File: src/xdc_pkg.sv
package xdc_pkg;

  localparam int CODE_W = 10;
  localparam int DET_W  = 7;
  localparam int AXI_AW = 8;
  localparam int NSRC   = 4;

  localparam logic [CODE_W-1:0] CODE_MAX = 10'h3ff;

  // Register byte offsets
  localparam logic [AXI_AW-1:0] OFS_X_POS = 8'h00;
  localparam logic [AXI_AW-1:0] OFS_X_NEG = 8'h04;
  localparam logic [AXI_AW-1:0] OFS_Y_POS = 8'h08;
  localparam logic [AXI_AW-1:0] OFS_Y_NEG = 8'h0c;
  localparam logic [AXI_AW-1:0] OFS_X_DET = 8'h10;
  localparam logic [AXI_AW-1:0] OFS_Y_DET = 8'h14;
  localparam logic [AXI_AW-1:0] OFS_CTRL  = 8'h18;
  localparam logic [AXI_AW-1:0] OFS_STAT  = 8'h1c;

  // Register indices after decode
  localparam logic [3:0] REG_X_POS = 4'h0;
  localparam logic [3:0] REG_X_NEG = 4'h1;
  localparam logic [3:0] REG_Y_POS = 4'h2;
  localparam logic [3:0] REG_Y_NEG = 4'h3;
  localparam logic [3:0] REG_X_DET = 4'h4;
  localparam logic [3:0] REG_Y_DET = 4'h5;
  localparam logic [3:0] REG_CTRL  = 4'h6;
  localparam logic [3:0] REG_STAT  = 4'h7;
  localparam logic [3:0] REG_NONE  = 4'hf;

  // Field positions
  localparam int DET_DIR_BIT    = 6;
  localparam int DET_MAG_W      = 6;
  localparam int DET_STEP_SHIFT = 3;
  localparam int CTRL_ST_BIT    = 0;
  localparam int CTRL_SCAN_BIT  = 1;
  localparam int CTRL_SEL_LSB   = 2;
  localparam int STAT_SEL_LSB   = 10;

  // Reset values
  localparam logic [CODE_W-1:0] AMP_RST = 10'h000;
  localparam logic [DET_W-1:0]  DET_RST = 7'h00;

  // Timing
  localparam int SCAN_DWELL_CYC = 16;

  localparam logic [1:0] RESP_OKAY   = 2'h0;
  localparam logic [1:0] RESP_SLVERR = 2'h2;

  typedef enum logic [NSRC-1:0] {
    SRC_X_POS = 4'h1,
    SRC_X_NEG = 4'h2,
    SRC_Y_POS = 4'h4,
    SRC_Y_NEG = 4'h8
  } xdc_src_e;

  typedef struct packed {
    logic             scan_en;
    logic [1:0]       man_sel;
  } xdc_scan_cfg_s;

endpackage : xdc_pkg

File: src/xdc_detune.sv
`timescale 1ns/1ps
`default_nettype none
module xdc_detune
  import xdc_pkg::*;
(
  input  wire logic              clk,
  input  wire logic              rst,
  input  wire logic              enable,
  input  wire logic [CODE_W-1:0] code_in,
  input  wire logic [DET_W-1:0]  setting,
  output logic      [CODE_W-1:0] code_out
);

  localparam int EW = CODE_W + 1;

  logic [EW-1:0] mag;
  logic [EW-1:0] sum;
  logic [EW-1:0] dif;

  assign mag = EW'(setting[DET_MAG_W-1:0]) << DET_STEP_SHIFT;
  assign sum = {1'b0, code_in} + mag;
  assign dif = {1'b0, code_in} - mag;

  always_comb begin
    if (!enable) begin
      code_out = code_in;
    end else if (setting[DET_DIR_BIT]) begin
      // Clip rather than wrap, a wrap would swing the drive full scale
      code_out = sum[CODE_W] ? CODE_MAX : sum[CODE_W-1:0];
    end else begin
      code_out = dif[CODE_W] ? '0 : dif[CODE_W-1:0];
    end
  end

  a_bypass_plain: assert property (@(posedge clk) disable iff (rst)
    !enable |-> code_out == code_in) else $error("detune applied while off");
  a_zero_mag: assert property (@(posedge clk) disable iff (rst)
    enable && setting[DET_MAG_W-1:0] == '0 |-> code_out == code_in)
    else $error("zero detune changed code");
  a_add_step: assert property (@(posedge clk) disable iff (rst)
    enable && setting[DET_DIR_BIT] && !sum[CODE_W]
    |-> EW'(code_out) == EW'(code_in) + (EW'(setting[5:0]) << 3))
    else $error("add direction wrong");
  a_sub_step: assert property (@(posedge clk) disable iff (rst)
    enable && !setting[DET_DIR_BIT] && EW'(code_in) >= (EW'(setting[5:0]) << 3)
    |-> EW'(code_out) + (EW'(setting[5:0]) << 3) == EW'(code_in))
    else $error("subtract direction wrong");
  a_sat_high: assert property (@(posedge clk) disable iff (rst)
    enable && setting[DET_DIR_BIT] && EW'(code_in) + (EW'(setting[5:0]) << 3) > 11'h3ff
    |-> code_out == 10'h3ff) else $error("no clip at top");
  a_sat_low: assert property (@(posedge clk) disable iff (rst)
    enable && !setting[DET_DIR_BIT] && EW'(code_in) < (EW'(setting[5:0]) << 3)
    |-> code_out == 10'h000) else $error("no clip at zero");

endmodule : xdc_detune
`default_nettype wire

File: src/xdc_scan.sv
`timescale 1ns/1ps
`default_nettype none
module xdc_scan
  import xdc_pkg::*;
#(
  parameter int CNT_W = 8,
  parameter logic [CNT_W-1:0] DWELL = CNT_W'(SCAN_DWELL_CYC)
) (
  input  wire logic          clk,
  input  wire logic          rst,
  input  wire xdc_scan_cfg_s cfg,
  output logic [1:0]         src_idx
);

  typedef struct packed {
    logic [CNT_W-1:0] cnt;
    logic [1:0]       idx;
  } xdc_scan_s;

  xdc_scan_s st;
  xdc_scan_s nxt;

  always_comb begin
    nxt = st;
    if (!cfg.scan_en) begin
      nxt.cnt = '0;
      nxt.idx = cfg.man_sel;
    end else if (st.cnt >= DWELL - CNT_W'(1)) begin
      // Each source holds for a full dwell so the driver can settle
      nxt.cnt = '0;
      nxt.idx = st.idx + 2'h1;
    end else begin
      nxt.cnt = st.cnt + CNT_W'(1);
    end
  end

  always_ff @(posedge clk or posedge rst) begin
    if (rst) begin
      st <= '0;
    end else begin
      st <= nxt;
    end
  end

  assign src_idx = st.idx;

endmodule : xdc_scan
`default_nettype wire

File: src/xdc_dac_select.sv
// Notes on behaviour
// Four 10-bit amplitude codes, 0 to 1023
// Code 0 is highest level, 1023 zero
// One shared DAC, exactly one code presented
// Offset applied only when self-test set
// Setting bit 6: 0 subtracts, 1 adds
// Offset is bits 5:0 times eight codes
// X setting for X codes, Y for Y
// Out-of-range result clips to nearest limit
`timescale 1ns/1ps
`default_nettype none
module xdc_dac_select
  import xdc_pkg::*;
#(
  parameter int SCAN_CNT_W = 8
) (
  input  wire logic              MCLK,
  input  wire logic              RST,
  input  wire logic [AXI_AW-1:0] S_AXI_AWADDR,
  input  wire logic              S_AXI_AWVALID,
  output logic                   S_AXI_AWREADY,
  input  wire logic [31:0]       S_AXI_WDATA,
  input  wire logic [3:0]        S_AXI_WSTRB,
  input  wire logic              S_AXI_WVALID,
  output logic                   S_AXI_WREADY,
  output logic [1:0]             S_AXI_BRESP,
  output logic                   S_AXI_BVALID,
  input  wire logic              S_AXI_BREADY,
  input  wire logic [AXI_AW-1:0] S_AXI_ARADDR,
  input  wire logic              S_AXI_ARVALID,
  output logic                   S_AXI_ARREADY,
  output logic [31:0]            S_AXI_RDATA,
  output logic [1:0]             S_AXI_RRESP,
  output logic                   S_AXI_RVALID,
  input  wire logic              S_AXI_RREADY,
  output logic [CODE_W-1:0]      DAC_CODE,
  output logic [NSRC-1:0]        DAC_SEL
);

  typedef struct packed {
    logic                         awready;
    logic                         wready;
    logic                         bvalid;
    logic [1:0]                   bresp;
    logic                         arready;
    logic                         rvalid;
    logic [1:0]                   rresp;
    logic [31:0]                  rdata;
    logic                         aw_have;
    logic [AXI_AW-1:0]            aw_addr;
    logic                         w_have;
    logic [31:0]                  w_data;
    logic [3:0]                   w_strb;
    logic [NSRC-1:0][CODE_W-1:0]  amp;
    logic [DET_W-1:0]             det_x;
    logic [DET_W-1:0]             det_y;
    logic                         self_test;
    logic                         scan_en;
    logic [1:0]                   man_sel;
    logic [CODE_W-1:0]            dac_code;
    logic [NSRC-1:0]              dac_sel;
  } xdc_top_s;

  xdc_top_s                    st;
  xdc_top_s                    nxt;
  logic [NSRC-1:0][CODE_W-1:0] det_code;
  logic [1:0]                  src_idx;
  logic [CODE_W-1:0]           raw_sel;
  logic                        aw_hs;
  logic                        w_hs;
  logic                        ar_hs;
  logic                        wr_go;
  logic [3:0]                  wr_idx;
  logic [31:0]                 wr_val;
  xdc_scan_cfg_s               scan_cfg;

  function automatic logic [3:0] reg_index(input logic [AXI_AW-1:0] addr);
    case (addr)
      OFS_X_POS: reg_index = REG_X_POS;
      OFS_X_NEG: reg_index = REG_X_NEG;
      OFS_Y_POS: reg_index = REG_Y_POS;
      OFS_Y_NEG: reg_index = REG_Y_NEG;
      OFS_X_DET: reg_index = REG_X_DET;
      OFS_Y_DET: reg_index = REG_Y_DET;
      OFS_CTRL:  reg_index = REG_CTRL;
      OFS_STAT:  reg_index = REG_STAT;
      default:   reg_index = REG_NONE;
    endcase
  endfunction : reg_index

  function automatic logic [31:0] reg_word(input xdc_top_s s, input logic [3:0] idx);
    logic [31:0] w;
    w = '0;
    case (idx)
      REG_X_POS, REG_X_NEG, REG_Y_POS, REG_Y_NEG: begin
        w[CODE_W-1:0] = s.amp[idx[1:0]];
      end
      REG_X_DET: begin
        w[DET_W-1:0] = s.det_x;
      end
      REG_Y_DET: begin
        w[DET_W-1:0] = s.det_y;
      end
      REG_CTRL: begin
        w[CTRL_ST_BIT]                  = s.self_test;
        w[CTRL_SCAN_BIT]                = s.scan_en;
        w[CTRL_SEL_LSB +: 2]            = s.man_sel;
      end
      REG_STAT: begin
        w[CODE_W-1:0]                   = s.dac_code;
        w[STAT_SEL_LSB +: NSRC]         = s.dac_sel;
      end
      default: begin
        w = '0;
      end
    endcase
    reg_word = w;
  endfunction : reg_word

  function automatic logic [31:0] merge(input logic [31:0] old, input logic [31:0] data,
                                        input logic [3:0] strb);
    logic [31:0] m;
    m = old;
    for (int b = 0; b < 4; b++) begin
      if (strb[b]) begin
        m[8*b +: 8] = data[8*b +: 8];
      end
    end
    merge = m;
  endfunction : merge

  // Per-source detune, X setting on X codes, Y setting on Y codes
  genvar gi;
  generate
    for (gi = 0; gi < NSRC; gi++) begin : g_det
      xdc_detune u_det (
        .clk      (MCLK),
        .rst      (RST),
        .enable   (st.self_test),
        .code_in  (st.amp[gi]),
        .setting  ((gi < 2) ? st.det_x : st.det_y),
        .code_out (det_code[gi])
      );
    end
  endgenerate

  assign scan_cfg.scan_en = st.scan_en;
  assign scan_cfg.man_sel = st.man_sel;

  xdc_scan #(
    .CNT_W (SCAN_CNT_W)
  ) u_scan (
    .clk     (MCLK),
    .rst     (RST),
    .cfg     (scan_cfg),
    .src_idx (src_idx)
  );

  assign raw_sel = st.amp[src_idx];
  assign aw_hs   = S_AXI_AWVALID & st.awready;
  assign w_hs    = S_AXI_WVALID & st.wready;
  assign ar_hs   = S_AXI_ARVALID & st.arready;

  always_comb begin
    nxt    = st;
    wr_go  = 1'b0;
    wr_idx = REG_NONE;
    wr_val = '0;

    // Write address and data may come in either order
    if (aw_hs) begin
      nxt.aw_have = 1'b1;
      nxt.aw_addr = S_AXI_AWADDR;
    end
    if (w_hs) begin
      nxt.w_have = 1'b1;
      nxt.w_data = S_AXI_WDATA;
      nxt.w_strb = S_AXI_WSTRB;
    end
    if (st.bvalid && S_AXI_BREADY) begin
      nxt.bvalid = 1'b0;
    end

    if (nxt.aw_have && nxt.w_have && !nxt.bvalid) begin
      wr_go       = 1'b1;
      wr_idx      = reg_index(nxt.aw_addr);
      wr_val      = merge(reg_word(st, wr_idx), nxt.w_data, nxt.w_strb);
      nxt.aw_have = 1'b0;
      nxt.w_have  = 1'b0;
      nxt.bvalid  = 1'b1;
      nxt.bresp   = RESP_OKAY;
      case (wr_idx)
        REG_X_POS, REG_X_NEG, REG_Y_POS, REG_Y_NEG: begin
          nxt.amp[wr_idx[1:0]] = wr_val[CODE_W-1:0];
        end
        REG_X_DET: begin
          nxt.det_x = wr_val[DET_W-1:0];
        end
        REG_Y_DET: begin
          nxt.det_y = wr_val[DET_W-1:0];
        end
        REG_CTRL: begin
          nxt.self_test = wr_val[CTRL_ST_BIT];
          nxt.scan_en   = wr_val[CTRL_SCAN_BIT];
          nxt.man_sel   = wr_val[CTRL_SEL_LSB +: 2];
        end
        REG_STAT: begin
          nxt.bresp = RESP_OKAY;
        end
        default: begin
          nxt.bresp = RESP_SLVERR;
        end
      endcase
    end
    // Ready drops while a write is held, so one write is in flight
    nxt.awready = !nxt.aw_have && !nxt.bvalid;
    nxt.wready  = !nxt.w_have && !nxt.bvalid;

    if (st.rvalid && S_AXI_RREADY) begin
      nxt.rvalid = 1'b0;
    end
    if (ar_hs) begin
      nxt.rvalid = 1'b1;
      nxt.rdata  = reg_word(st, reg_index(S_AXI_ARADDR));
      nxt.rresp  = (reg_index(S_AXI_ARADDR) == REG_NONE) ? RESP_SLVERR : RESP_OKAY;
    end
    nxt.arready = !nxt.rvalid;

    // Code passes uninverted; the driver inverts, 0 gives full level
    nxt.dac_code = det_code[src_idx];
    nxt.dac_sel  = NSRC'(1) << src_idx;
  end

  always_ff @(posedge MCLK or posedge RST) begin
    if (RST) begin
      st       <= '0;
      st.amp   <= {NSRC{AMP_RST}};
      st.det_x <= DET_RST;
      st.det_y <= DET_RST;
    end else begin
      st <= nxt;
    end
  end

  assign S_AXI_AWREADY = st.awready;
  assign S_AXI_WREADY  = st.wready;
  assign S_AXI_BRESP   = st.bresp;
  assign S_AXI_BVALID  = st.bvalid;
  assign S_AXI_ARREADY = st.arready;
  assign S_AXI_RDATA   = st.rdata;
  assign S_AXI_RRESP   = st.rresp;
  assign S_AXI_RVALID  = st.rvalid;
  assign DAC_CODE      = st.dac_code;
  assign DAC_SEL       = st.dac_sel;

  a_sel_onehot: assert property (@(posedge MCLK) disable iff (RST)
    1'b1 |=> $onehot(DAC_SEL))
    else $error("select not one-hot");
  a_sel_matches: assert property (@(posedge MCLK) disable iff (RST)
    1'b1 |=> DAC_SEL == (4'h1 << $past(src_idx)))
    else $error("select does not follow source");
  a_plain_code: assert property (@(posedge MCLK) disable iff (RST)
    !st.self_test |=> DAC_CODE == $past(raw_sel))
    else $error("code altered outside self-test");
  a_x_zero_det: assert property (@(posedge MCLK) disable iff (RST)
    st.self_test && !src_idx[1] && st.det_x[5:0] == 6'h00 |=> DAC_CODE == $past(raw_sel))
    else $error("X code used wrong setting");
  a_y_add_det: assert property (@(posedge MCLK) disable iff (RST)
    st.self_test && src_idx[1] && st.det_y[6] && st.det_x[5:0] == 6'h00
    && 11'(raw_sel) + (11'(st.det_y[5:0]) << 3) <= 11'h3ff
    |=> 11'(DAC_CODE) == 11'($past(raw_sel)) + (11'($past(st.det_y[5:0])) << 3))
    else $error("Y code used wrong setting");
  a_amp_store: assert property (@(posedge MCLK) disable iff (RST)
    wr_go && wr_idx == REG_Y_NEG |=> st.amp[3] == $past(wr_val[9:0]) && S_AXI_BVALID)
    else $error("amplitude write lost");
  a_bresp_hold: assert property (@(posedge MCLK) disable iff (RST)
    S_AXI_BVALID && !S_AXI_BREADY |=> S_AXI_BVALID && $stable(S_AXI_BRESP))
    else $error("write response dropped");

  // Bus side, one write and one read in flight
  a_rdata_hold: assert property (@(posedge MCLK) disable iff (RST)
    S_AXI_RVALID && !S_AXI_RREADY
    |=> S_AXI_RVALID && $stable(S_AXI_RDATA) && $stable(S_AXI_RRESP))
    else $error("read data dropped");
  a_wr_blocked: assert property (@(posedge MCLK) disable iff (RST)
    S_AXI_BVALID
    |-> !S_AXI_AWREADY && !S_AXI_WREADY)
    else $error("write taken while response pending");
  a_rd_blocked: assert property (@(posedge MCLK) disable iff (RST)
    S_AXI_RVALID
    |-> !S_AXI_ARREADY)
    else $error("read taken while data pending");
  a_b_follows: assert property (@(posedge MCLK) disable iff (RST)
    wr_go
    |=> S_AXI_BVALID)
    else $error("write response missing");
  a_r_follows: assert property (@(posedge MCLK) disable iff (RST)
    ar_hs
    |=> S_AXI_RVALID)
    else $error("read data missing");
  a_wr_unmapped: assert property (@(posedge MCLK) disable iff (RST)
    wr_go && wr_idx == REG_NONE
    |=> S_AXI_BRESP == RESP_SLVERR)
    else $error("unmapped write not refused");
  a_rd_unmapped: assert property (@(posedge MCLK) disable iff (RST)
    ar_hs && reg_index(S_AXI_ARADDR) == REG_NONE
    |=> S_AXI_RRESP == RESP_SLVERR && S_AXI_RDATA == 32'h0)
    else $error("unmapped read not refused");
  a_rd_mapped: assert property (@(posedge MCLK) disable iff (RST)
    ar_hs && reg_index(S_AXI_ARADDR) != REG_NONE
    |=> S_AXI_RRESP == RESP_OKAY)
    else $error("mapped read refused");

  // Stores and code path
  a_amp_any: assert property (@(posedge MCLK) disable iff (RST)
    wr_go && wr_idx[3:2] == 2'b00
    |=> st.amp[$past(wr_idx[1:0])] == $past(wr_val[CODE_W-1:0]))
    else $error("amplitude not stored");
  a_xdet_store: assert property (@(posedge MCLK) disable iff (RST)
    wr_go && wr_idx == REG_X_DET
    |=> st.det_x == $past(wr_val[DET_W-1:0]))
    else $error("X detune not stored");
  a_ydet_store: assert property (@(posedge MCLK) disable iff (RST)
    wr_go && wr_idx == REG_Y_DET
    |=> st.det_y == $past(wr_val[DET_W-1:0]))
    else $error("Y detune not stored");
  a_st_store: assert property (@(posedge MCLK) disable iff (RST)
    wr_go && wr_idx == REG_CTRL
    |=> st.self_test == $past(wr_val[CTRL_ST_BIT]))
    else $error("self-test select not stored");
  a_x_sub_det: assert property (@(posedge MCLK) disable iff (RST)
    st.self_test && !src_idx[1] && !st.det_x[6] && 11'(raw_sel) >= (11'(st.det_x[5:0]) << 3)
    |=> 11'(DAC_CODE) + (11'($past(st.det_x[5:0])) << 3) == 11'($past(raw_sel)))
    else $error("X subtract used wrong setting");
  a_top_sat: assert property (@(posedge MCLK) disable iff (RST)
    st.self_test && !src_idx[1] && st.det_x[6] && 11'(raw_sel) + (11'(st.det_x[5:0]) << 3) > 11'h3ff
    |=> DAC_CODE == CODE_MAX)
    else $error("code not clipped at top");
  a_floor_sat: assert property (@(posedge MCLK) disable iff (RST)
    st.self_test && src_idx[1] && !st.det_y[6] && 11'(raw_sel) < (11'(st.det_y[5:0]) << 3)
    |=> DAC_CODE == 10'h000)
    else $error("code not clipped at zero");
  a_man_follow: assert property (@(posedge MCLK) disable iff (RST)
    !st.scan_en
    |=> src_idx == $past(st.man_sel))
    else $error("manual source not followed");
  a_scan_step: assert property (@(posedge MCLK) disable iff (RST)
    st.scan_en
    |=> src_idx == $past(src_idx) || src_idx == $past(src_idx) + 2'h1)
    else $error("scan skipped a source");

endmodule : xdc_dac_select
`default_nettype wire

File: config.mk
export PLATFORM = sky130hd
export DESIGN_NAME = xdc_dac_select
export DESIGN_NICKNAME = d
export VERILOG_FILES = /design/src/xdc_pkg.sv /design/src/xdc_detune.sv /design/src/xdc_scan.sv /design/src/xdc_dac_select.sv
export SDC_FILE = /design/constraint.sdc
export NUM_CORES = 1
export LEC_CHECK = 0
export BUFFER_PORTS_ARGS = -buffer_cell sky130_fd_sc_hd__buf_2
export CORE_AREA = 3 3 158 160
export CTS_BUF_LIST = sky130_fd_sc_hd__clkbuf_4 sky130_fd_sc_hd__clkbuf_8 sky130_fd_sc_hd__clkbuf_16
export DETAILED_ROUTE_END_ITERATION = 8
export DIE_AREA = 0 0 161 163
export MAX_ROUTING_LAYER = met4
export PLACE_DENSITY = 0.56
export SLEW_MARGIN = 20
export SYNTH_ARGS = -nofsm -noshare
export SYNTH_HDL_FRONTEND = slang
export SYNTH_SLANG_ARGS = --single-unit
File: constraint.sdc
create_clock -name MCLK -period 4.63 [get_ports MCLK]
set_input_delay 0.463 -clock MCLK [delete_from_list [all_inputs] [get_ports MCLK]]
set_output_delay 0.463 -clock MCLK [all_outputs]
set_load 0.03 [all_outputs]
==> flow_metrics.env, run 1 <==
export IMPL_p_leak_nw=4.478
export IMPL_globalRoute_totalOverflow=0
export IMPL_rr_startpoint="st[35]"
export IMPL_syn_to_final_growth_pct=9.258
export IMPL_ys_dominant_reg_cell="sky130_fd_sc_hd__dfrtp_1"
export IMPL_vias_in_the_first_global_route=8123
export IMPL_max_freq_ghz=0.3041
export IMPL_reg2reg_setup_slack_ns=1.34
export IMPL_yosysWarnings=0
export IMPL_number_of_flops_mapped_to_enable_cells_by_yosys=0
export IMPL_groute_layer_met2_usage=0.3802
export IMPL_synth_ff_latch_count=125
export IMPL_final_layout_size_suffix_gt1_frac=0.1449
export IMPL_drv_cap=0
export IMPL_setup_worst_path_class="register to register"
export IMPL_crit_path_start_kind="register"
export IMPL_cts_root_to_sink_buffers=2
export IMPL_post_route_drc_count=0
export IMPL_hold_class="input pin to async pin"
export IMPL_placement_io_buffers=69
export IMPL_grt_use_met1=0.3263
export IMPL_clock_skew_ns=0.009138
export IMPL_power_density_nw_per_um2=670.0
export IMPL_detail_route_wl_per_cell_um=21.89
export IMPL_layout_min_cycle_time_ns=3.288
export IMPL_r2r_end="DAC_CODE[9]"
export IMPL_design_final_nets=1218
export IMPL_htreeDepth=4
export IMPL_instances_no_fill=1430
export IMPL_die_area_um2=26240
export IMPL_measured_slew_at_the_worst_slew_check_pin_ns=0.8713
export IMPL_timing_final_crit_share=0.7102
export IMPL_synthesis_area_um2=9365
export IMPL_postRouteWirelength_um=31300
export IMPL_fp_coreArea_um2=23540
export IMPL_postCtsSetupRepairBufs=0
export IMPL_antennaDiodeCount=0
export IMPL_cts_buffers=17
export IMPL_total_instance_count_after_detailed_placement=1398
export IMPL_initial_utilization=0.3978
export IMPL_drt_pre_antenna_iters=6
export IMPL_asyncSetResetFlopFracSynth=1.000
export IMPL_global_route_wire_length_before_repair_um=48840
export IMPL_ant_nets=0
export IMPL_crit_path_max_fanout=4
export IMPL_synth_sequential_area_ratio=0.3340
export IMPL_drtIter0Drc=730
export IMPL_slew_violations=0
export IMPL_vias=8378
export IMPL_tritoncts="yes"
export IMPL_post_cts_resized=0
export IMPL_cts_root_buffer_cell="sky130_fd_sc_hd__clkbuf_16"
export IMPL_io_pins=114
export IMPL_gp_congestion=0.9949
export IMPL_hold_viol_final=0
export IMPL_slowest_stage="sky130_fd_sc_hd__or4b_2"
export IMPL_syn_instance_count=1084
export IMPL_setup_total_negative_slack_ns=0
export IMPL_vias_per_cell=5.859
export IMPL_clk_pin_slew_worst_paths_ns=0.06
export IMPL_post_cts_hold_buffer_count=0
export IMPL_preCtsSetupSlack_ns=1.391
export IMPL_grt_use_met3=0.06841
export IMPL_grtUsageTotal=0.2514
export IMPL_rsz0062_at_grt="false"
export IMPL_post_route_util=0.4346
export IMPL_arrival_ns=3.65
export IMPL_outcome="finished clean"
export IMPL_finalSetupViolations=0
export IMPL_cp_required_ns=4.99
export IMPL_clock_sink_count=125
export IMPL_peakVddDrop_v=0.0003123
export IMPL_grt_busiest_layer="met2"
export IMPL_crit_path_max_incr_delay_ns=0.62
export IMPL_syn_area_per_cell_um2=8.640
export IMPL_placement_rows=56
export IMPL_grt_antenna_before_repair=0
export IMPL_clock_insertion_delay_worst_skew_ns=0.43
export IMPL_crit_path_cell_trace="inv_1 -> ha_1 -> fa_1 -> nor2b_1 -> o21ai_0 -> a21boi_0 -> nor3_1 -> or4b_2 -> o311ai_0 -> o2111a_1"
export IMPL_grt_start_max_net_pins=90
export IMPL_die_height_um=163
export IMPL_worst_slack_ns=1.342
export IMPL_cp_end_kind="register"
export IMPL_yosys_cell_types_count=86
export IMPL_depth_of_the_worst_register_to_register_path=10
export IMPL_maxSlewHeadroom=0.4174
export IMPL_die_width_um=161
export IMPL_dpl_wire_length_um=23020
## worst max-delay path, delay by kind of cell (launching register included)
family,cells,cell delay [ns]
AOI/OAI and AO/OA,4,0.94
adders and majority gates,2,0.76
buffers and inverters,1,0.17
DFF,1,0.53
and+or+nand+nor,3,0.82
## cell type report
cell class / count / area, µm²
clock buffers: 20 / 454.2
clock inverters: 12 / 133.9
fillers: 2412 / 13310
inverters: 57 / 219.0
multi-input cells: 822 / 5508
flip-flops and latches: 125 / 3128
well taps: 319 / 399.1
repair buffers: 75 / 390.4
## power breakdown
| part | switching (W) | internal [W] |
|---|---|---|
| clock network | 0.000543 | 0.000823 |
| logic | 0.00221 | 0.00129 |
| registers | 0.000602 | 0.00140 |
## cells in the mapped netlist, drive strengths merged (8+ instances only)
library cell  count  share of area
a211oi           13          0.011
nand2b           13         0.0087
a22oi            15          0.012
xor2              8         0.0075
xnor2            21          0.020
mux4              8          0.019
nand3            24          0.013
mux2i            22          0.024
mux2             15          0.018
o22ai            15          0.010
buf              67          0.050
o311ai            8         0.0075
nor3             22          0.012
clkbuf           36          0.014
nand2           139          0.056
ha               53          0.071
o221ai            8         0.0075
o211ai           10         0.0080
nor2b            13         0.0087
fa                8          0.017
a31oi            11         0.0080
a21o              9         0.0072
a221oi            9         0.0084
o21bai           11         0.0088
o31ai             8         0.0069
dfrtp           125           0.33
nor2             83          0.034
a21oi            46          0.027
o21ai            99          0.053
inv              57          0.023
## sequential cells by signal, summed over array words and instances (netlist names)
name,cells
st,77
S_AXI_RDATA,14
DAC_CODE,10
u_scan.st,8
DAC_SEL,4
scan_cfg,3
u_scan.src_idx,2
S_AXI_ARREADY,1
S_AXI_AWREADY,1
S_AXI_BRESP,1
S_AXI_BVALID,1
S_AXI_RRESP,1
S_AXI_RVALID,1
S_AXI_WREADY,1
## worst max path at each step
stage | slack, ns | cells after the start | endpoint | start
CTS | 1.37 | 10 | DAC_CODE[9] | st[35]
global route | 1.12 | 10 | DAC_CODE[9] | st[35]
detailed placement | 1.39 | 10 | DAC_CODE[9] | st[35]
finish | 1.34 | 10 | DAC_CODE[9] | st[35]
floorplan | 0.84 | 1 | DAC_CODE[0] | RST
global placement | 1.42 | 10 | DAC_CODE[9] | st[35]
## per-layer routing
layer | wire length [µm] | vias to the layer above
met5 | 0 | -
met2 | 13740 | 392
met3 | 2828 | 80
met1 | 13640 | 4038
li1 | - | 3868
met4 | 1096 | 0
## per-stage QoR
step / hold slack, ns / area [µm²] / power (W)
after CTS: 0.2261 / 10230 / 0.006815
after global placement: 0.4422 / 9644 / 0.005405
after detailed placement: 0.4496 / 9644 / 0.005437
after global routing: 0.2536 / 10230 / 0.007368
final: 0.1801 / 10230 / 0.006855
after floorplan: 0.4247 / 9452 / 0.004403
## logic make-up (layout without fill, tap and decap cells)
logic type,Yosys count,count (layout),synth area share
buffers and inverters,160,164,0.08711
other,1,24,0.0004004
muxes,45,45,0.06079
adders and majority gates,61,61,0.08791
AOI/OAI and AO/OA,322,322,0.2346
xor gates and xnor gates,29,29,0.02712
DFF,125,125,0.3340
and+or+nand+nor,341,341,0.1681
## layout by cell type, fill, tap and decap left out, drive strengths merged, types with 7 or more instances in the layout
| master | count |
|---|---|
| mux4 | 8 |
| o211ai | 10 |
| o311ai | 8 |
| mux2i | 22 |
| a221oi | 9 |
| o221ai | 8 |
| mux2 | 15 |
| conb | 24 |
| xnor2 | 21 |
| a21oi | 46 |
| o21bai | 11 |
| clkbuf | 20 |
| fa | 8 |
| a21o | 9 |
| o31ai | 8 |
| xor2 | 8 |
| o21a | 7 |
| ha | 53 |
| o21ai | 99 |
| nor3 | 22 |
| inv | 61 |
| buf | 75 |
| a22oi | 15 |
| a31oi | 11 |
| o22ai | 15 |
| nand3 | 24 |
| or3 | 7 |
| nand2 | 139 |
| a211oi | 13 |
| nand2b | 13 |
| nor2b | 13 |
| dfrtp | 125 |
| nor2 | 83 |
Note: power is estimated with default switching activity, not from simulation.
==> run 2: changes to the inputs <==
Settings changed: ABC_AREA set to 1, CORE_AREA 3 3 158 160 to 3 3 161 163, DIE_AREA 0 0 161 163 to 0 0 164 166.
Clock period 4.63 ns to 3.15 ns, I/O delays scaled along.
==> run 2 against run 1 <==
Via count up 13%; final cell count up 28%; non-clock buffer count up 34; clock power grew 47%; wire length up 6.9%; critical endpoint is now st[64]; largest cell class unchanged; largest power group is now the clock network; highest routed layer unchanged.
==> flow_metrics.env, run 2 <==
export IMPL_outcome="finished clean"
export IMPL_die_area_um2=27220
export IMPL_number_of_flops_mapped_to_enable_cells_by_yosys=0
export IMPL_synth_top_cell_by_area="sky130_fd_sc_hd__dfrtp_1"
export IMPL_clock_sink_count=125
export IMPL_die_height_um=166
export IMPL_setup_total_negative_slack_ns=0
export IMPL_slowest_stage="sky130_fd_sc_hd__nor2_4"
export IMPL_registers_top_by_ff_count="st"
export IMPL_reg2reg_setup_slack_ns=0.48
export IMPL_placement_rows=57
export IMPL_peakVddDrop_v=0.0004594
export IMPL_arrival_ns=3.00
export IMPL_htreeDepth=4
export IMPL_grtUsageTotal=0.2558
export IMPL_measured_slew_at_the_worst_slew_check_pin_ns=0.9130
export IMPL_finalPower_w=0.005514
export IMPL_drv_cap=0
export IMPL_crit_path_start_kind="register"
export IMPL_max_freq_ghz=0.3742
export IMPL_synth_top_cells_by_count="sky130_fd_sc_hd__nand2_1 (516), sky130_fd_sc_hd__inv_1 (162), sky130_fd_sc_hd__dfrtp_1 (125)"
export IMPL_crit_path_max_incr_delay_ns=0.48
export IMPL_setup_worst_path_class="register to register"
export IMPL_crit_path_cell_trace="nand2_2 -> nand2_1 -> nand2_1 -> nand3_2 -> nor3_2 -> nand2_1 -> nor2_4 -> inv_1 -> nand2_1 -> nand2_1"
export IMPL_yosys_area_share_simple=0.3275
export IMPL_antennaDiodeCount=0
export IMPL_synthesis_area_um2=9781
export IMPL_maxSlewHeadroom=0.3901
export IMPL_hold_class="input pin to async pin"
export IMPL_ys_dominant_reg_cell="sky130_fd_sc_hd__dfrtp_1"
export IMPL_layout_commonest_cell="sky130_fd_sc_hd__nand2_1"
export IMPL_depth_of_the_worst_register_to_register_path=10
export IMPL_finalSetupViolations=0
export IMPL_r2r_end="st[64]"
export IMPL_synth_adder_area_share=0.08418
export IMPL_design_final_nets=1612
export IMPL_ant_nets=0
export IMPL_syn_instance_count=1437
export IMPL_final_layout_size_suffix_gt1_frac=0.1269
export IMPL_synthMuxAreaShare=0
export IMPL_global_route_wire_length_before_repair_um=51670
export IMPL_p_leak_nw=5.842
export IMPL_post_synthesis_compound_gate_area_fraction=0.1159
export IMPL_vias=9470
export IMPL_timing_final_crit_share=0.8484
export IMPL_cp_end_kind="register"
export IMPL_vias_per_cell=5.178
export IMPL_ys_top_cells_by_area="sky130_fd_sc_hd__dfrtp_1 (32%), sky130_fd_sc_hd__nand2_1 (20%), sky130_fd_sc_hd__ha_1 (6.8%), sky130_fd_sc_hd__inv_1 (6.2%), sky130_fd_sc_hd__nand3_1 (4.6%)"
export IMPL_layout_min_cycle_time_ns=2.673
export IMPL_tritoncts="yes"
export IMPL_placement_io_buffers=69
export IMPL_post_synth_top_count_cell="sky130_fd_sc_hd__nand2_1"
export IMPL_syn_to_final_growth_pct=11.72
export IMPL_dpl_wire_length_um=25600
export IMPL_largest_register_ff_count=77
export IMPL_vias_in_the_first_global_route=9013
export IMPL_dominant_combinational_cell_family_by_area_after_synthesis="simple AND/OR/NAND/NOR gates"
export IMPL_grt_start_max_net_pins=59
export IMPL_syn_area_per_cell_um2=6.806
export IMPL_synth_largest_type_area_fraction=0.3198
export IMPL_globalRoute_totalOverflow=0
export IMPL_cts_root_to_sink_buffers=2
export IMPL_post_route_drc_count=0
export IMPL_hold_viol_final=0
export IMPL_crit_path_max_fanout=13
export IMPL_cts_root_buffer_cell="sky130_fd_sc_hd__clkbuf_16"
export IMPL_rsz0062_at_grt="false"
export IMPL_gp_congestion=1.010
export IMPL_slew_violations=0
export IMPL_power_density_nw_per_um2=504.6
export IMPL_clk_pin_slew_worst_paths_ns=0.06
export IMPL_rr_startpoint="S_AXI_AWREADY"
export IMPL_drt_pre_antenna_iters=5
export IMPL_cp_required_ns=3.47
export IMPL_initial_utilization=0.3998
export IMPL_post_cts_resized=0
export IMPL_postCtsSetupRepairBufs=0
export IMPL_detail_route_wl_per_cell_um=18.29
export IMPL_synth_ff_latch_count=125
export IMPL_most_prevalent_standard_cell_on_the_critical_path="sky130_fd_sc_hd__nand2_1"
export IMPL_cts_buffers=17
export IMPL_io_pins=114
export IMPL_yosysWarnings=0
export IMPL_drtIter0Drc=909
export IMPL_synth_sequential_area_ratio=0.3198
export IMPL_asyncSetResetFlopFracSynth=1.000
export IMPL_top_library_cells_by_usage_in_the_layout_fill_and_taps_aside="sky130_fd_sc_hd__nand2_1 (516), sky130_fd_sc_hd__inv_1 (161), sky130_fd_sc_hd__dfrtp_1 (125)"
export IMPL_post_cts_hold_buffer_count=0
export IMPL_yosys_cell_types_count=46
export IMPL_grt_antenna_before_repair=0
export IMPL_clock_skew_ns=0.01888
export IMPL_die_width_um=164
export IMPL_postRouteWirelength_um=33450
export IMPL_fp_coreArea_um2=24460
export IMPL_post_synth_xor_area_fraction=0.02239
export IMPL_clock_insertion_delay_worst_skew_ns=0.44
## run 2: changes by cell type in the layout (fill, tap and decap cells not counted), moves of 22 or more
cell | previous run | this run
sky130_fd_sc_hd__nand2_1 | 138 | 516
sky130_fd_sc_hd__inv_1 | 54 | 161
sky130_fd_sc_hd__nand3_1 | 23 | 89
sky130_fd_sc_hd__buf_4 | 6 | 38
sky130_fd_sc_hd__a21oi_1 | 44 | 75
sky130_fd_sc_hd__mux2i_1 | 22 | 0
sky130_fd_sc_hd__nand4_1 | 4 | 26
## run 2: layout make-up
| cell class | count | area, µm² |
|---|---|---|
| multi-input cells | 1065 | 5469 |
| flip-flops and latches | 125 | 3128 |
| well taps | 324 | 405.4 |
| clock buffers | 20 | 460.4 |
| repair buffers | 109 | 670.6 |
| inverters | 174 | 656.9 |
| fillers | 2612 | 13540 |
| clock inverters | 12 | 136.4 |
## run 2: worst max path at each step
stage	from	to	slack (ns)	depth (start not counted)
after floorplan	st[22]	DAC_CODE[4]	1.00	13
after global placement	S_AXI_AWREADY	st[66]	0.48	10
after detailed placement	S_AXI_AWREADY	st[64]	0.49	10
after CTS	S_AXI_AWREADY	st[66]	0.47	10
after global routing	S_AXI_AWREADY	st[69]	0.16	10
final	S_AXI_AWREADY	st[64]	0.48	10
## run 2: report_power, final
part | switching, W | total (W) | internal [W] | leakage (nW)
combinational | 0.00117 | 0.00157 | 0.000403 | 3.94
clock | 0.000793 | 0.00201 | 0.00122 | 0.286
sequential | 0.000118 | 0.00193 | 0.00181 | 1.61
## run 2: metrics by stage
step	hold slack (ns)	util	cell area, µm²	worst slack [ns]	cells
6_report	0.06156	0.4467	10930	0.4775	1829
5_1_grt	0.1141	0.4467	10930	0.1598	1829
3_3_place_gp	0.4484	0.4223	10330	0.4760	1797
4_1_cts	0.08725	0.4467	10930	0.4699	1829
2_1_floorplan	0.4329	-	9871	1.002	1460
3_5_place_dp	0.4526	0.4223	10330	0.4903	1797
## run 2: routing by layer
| layer | track usage | part of all wire |
|---|---|---|
| met5 | - | 0 |
| met4 | 0.1033 | 0.042 |
| met3 | 0.04315 | 0.079 |
| met2 | 0.3785 | 0.44 |
| met1 | 0.3477 | 0.44 |
## run 2: kinds of logic after synthesis
| kind of cell | count (synthesis) |
|---|---|
| simple gates | 754 |
| buf+inv | 270 |
| compound gates | 201 |
| flops | 125 |
| fa+ha+maj | 61 |
| xor+xnor | 25 |
| other cells | 1 |
## run 2: critical path, delay by kind of cell (launching register included)
kind | cells | cell delay, ns
simple gates | 9 | 1.87
flops | 1 | 0.45
buf+inv | 1 | 0.24
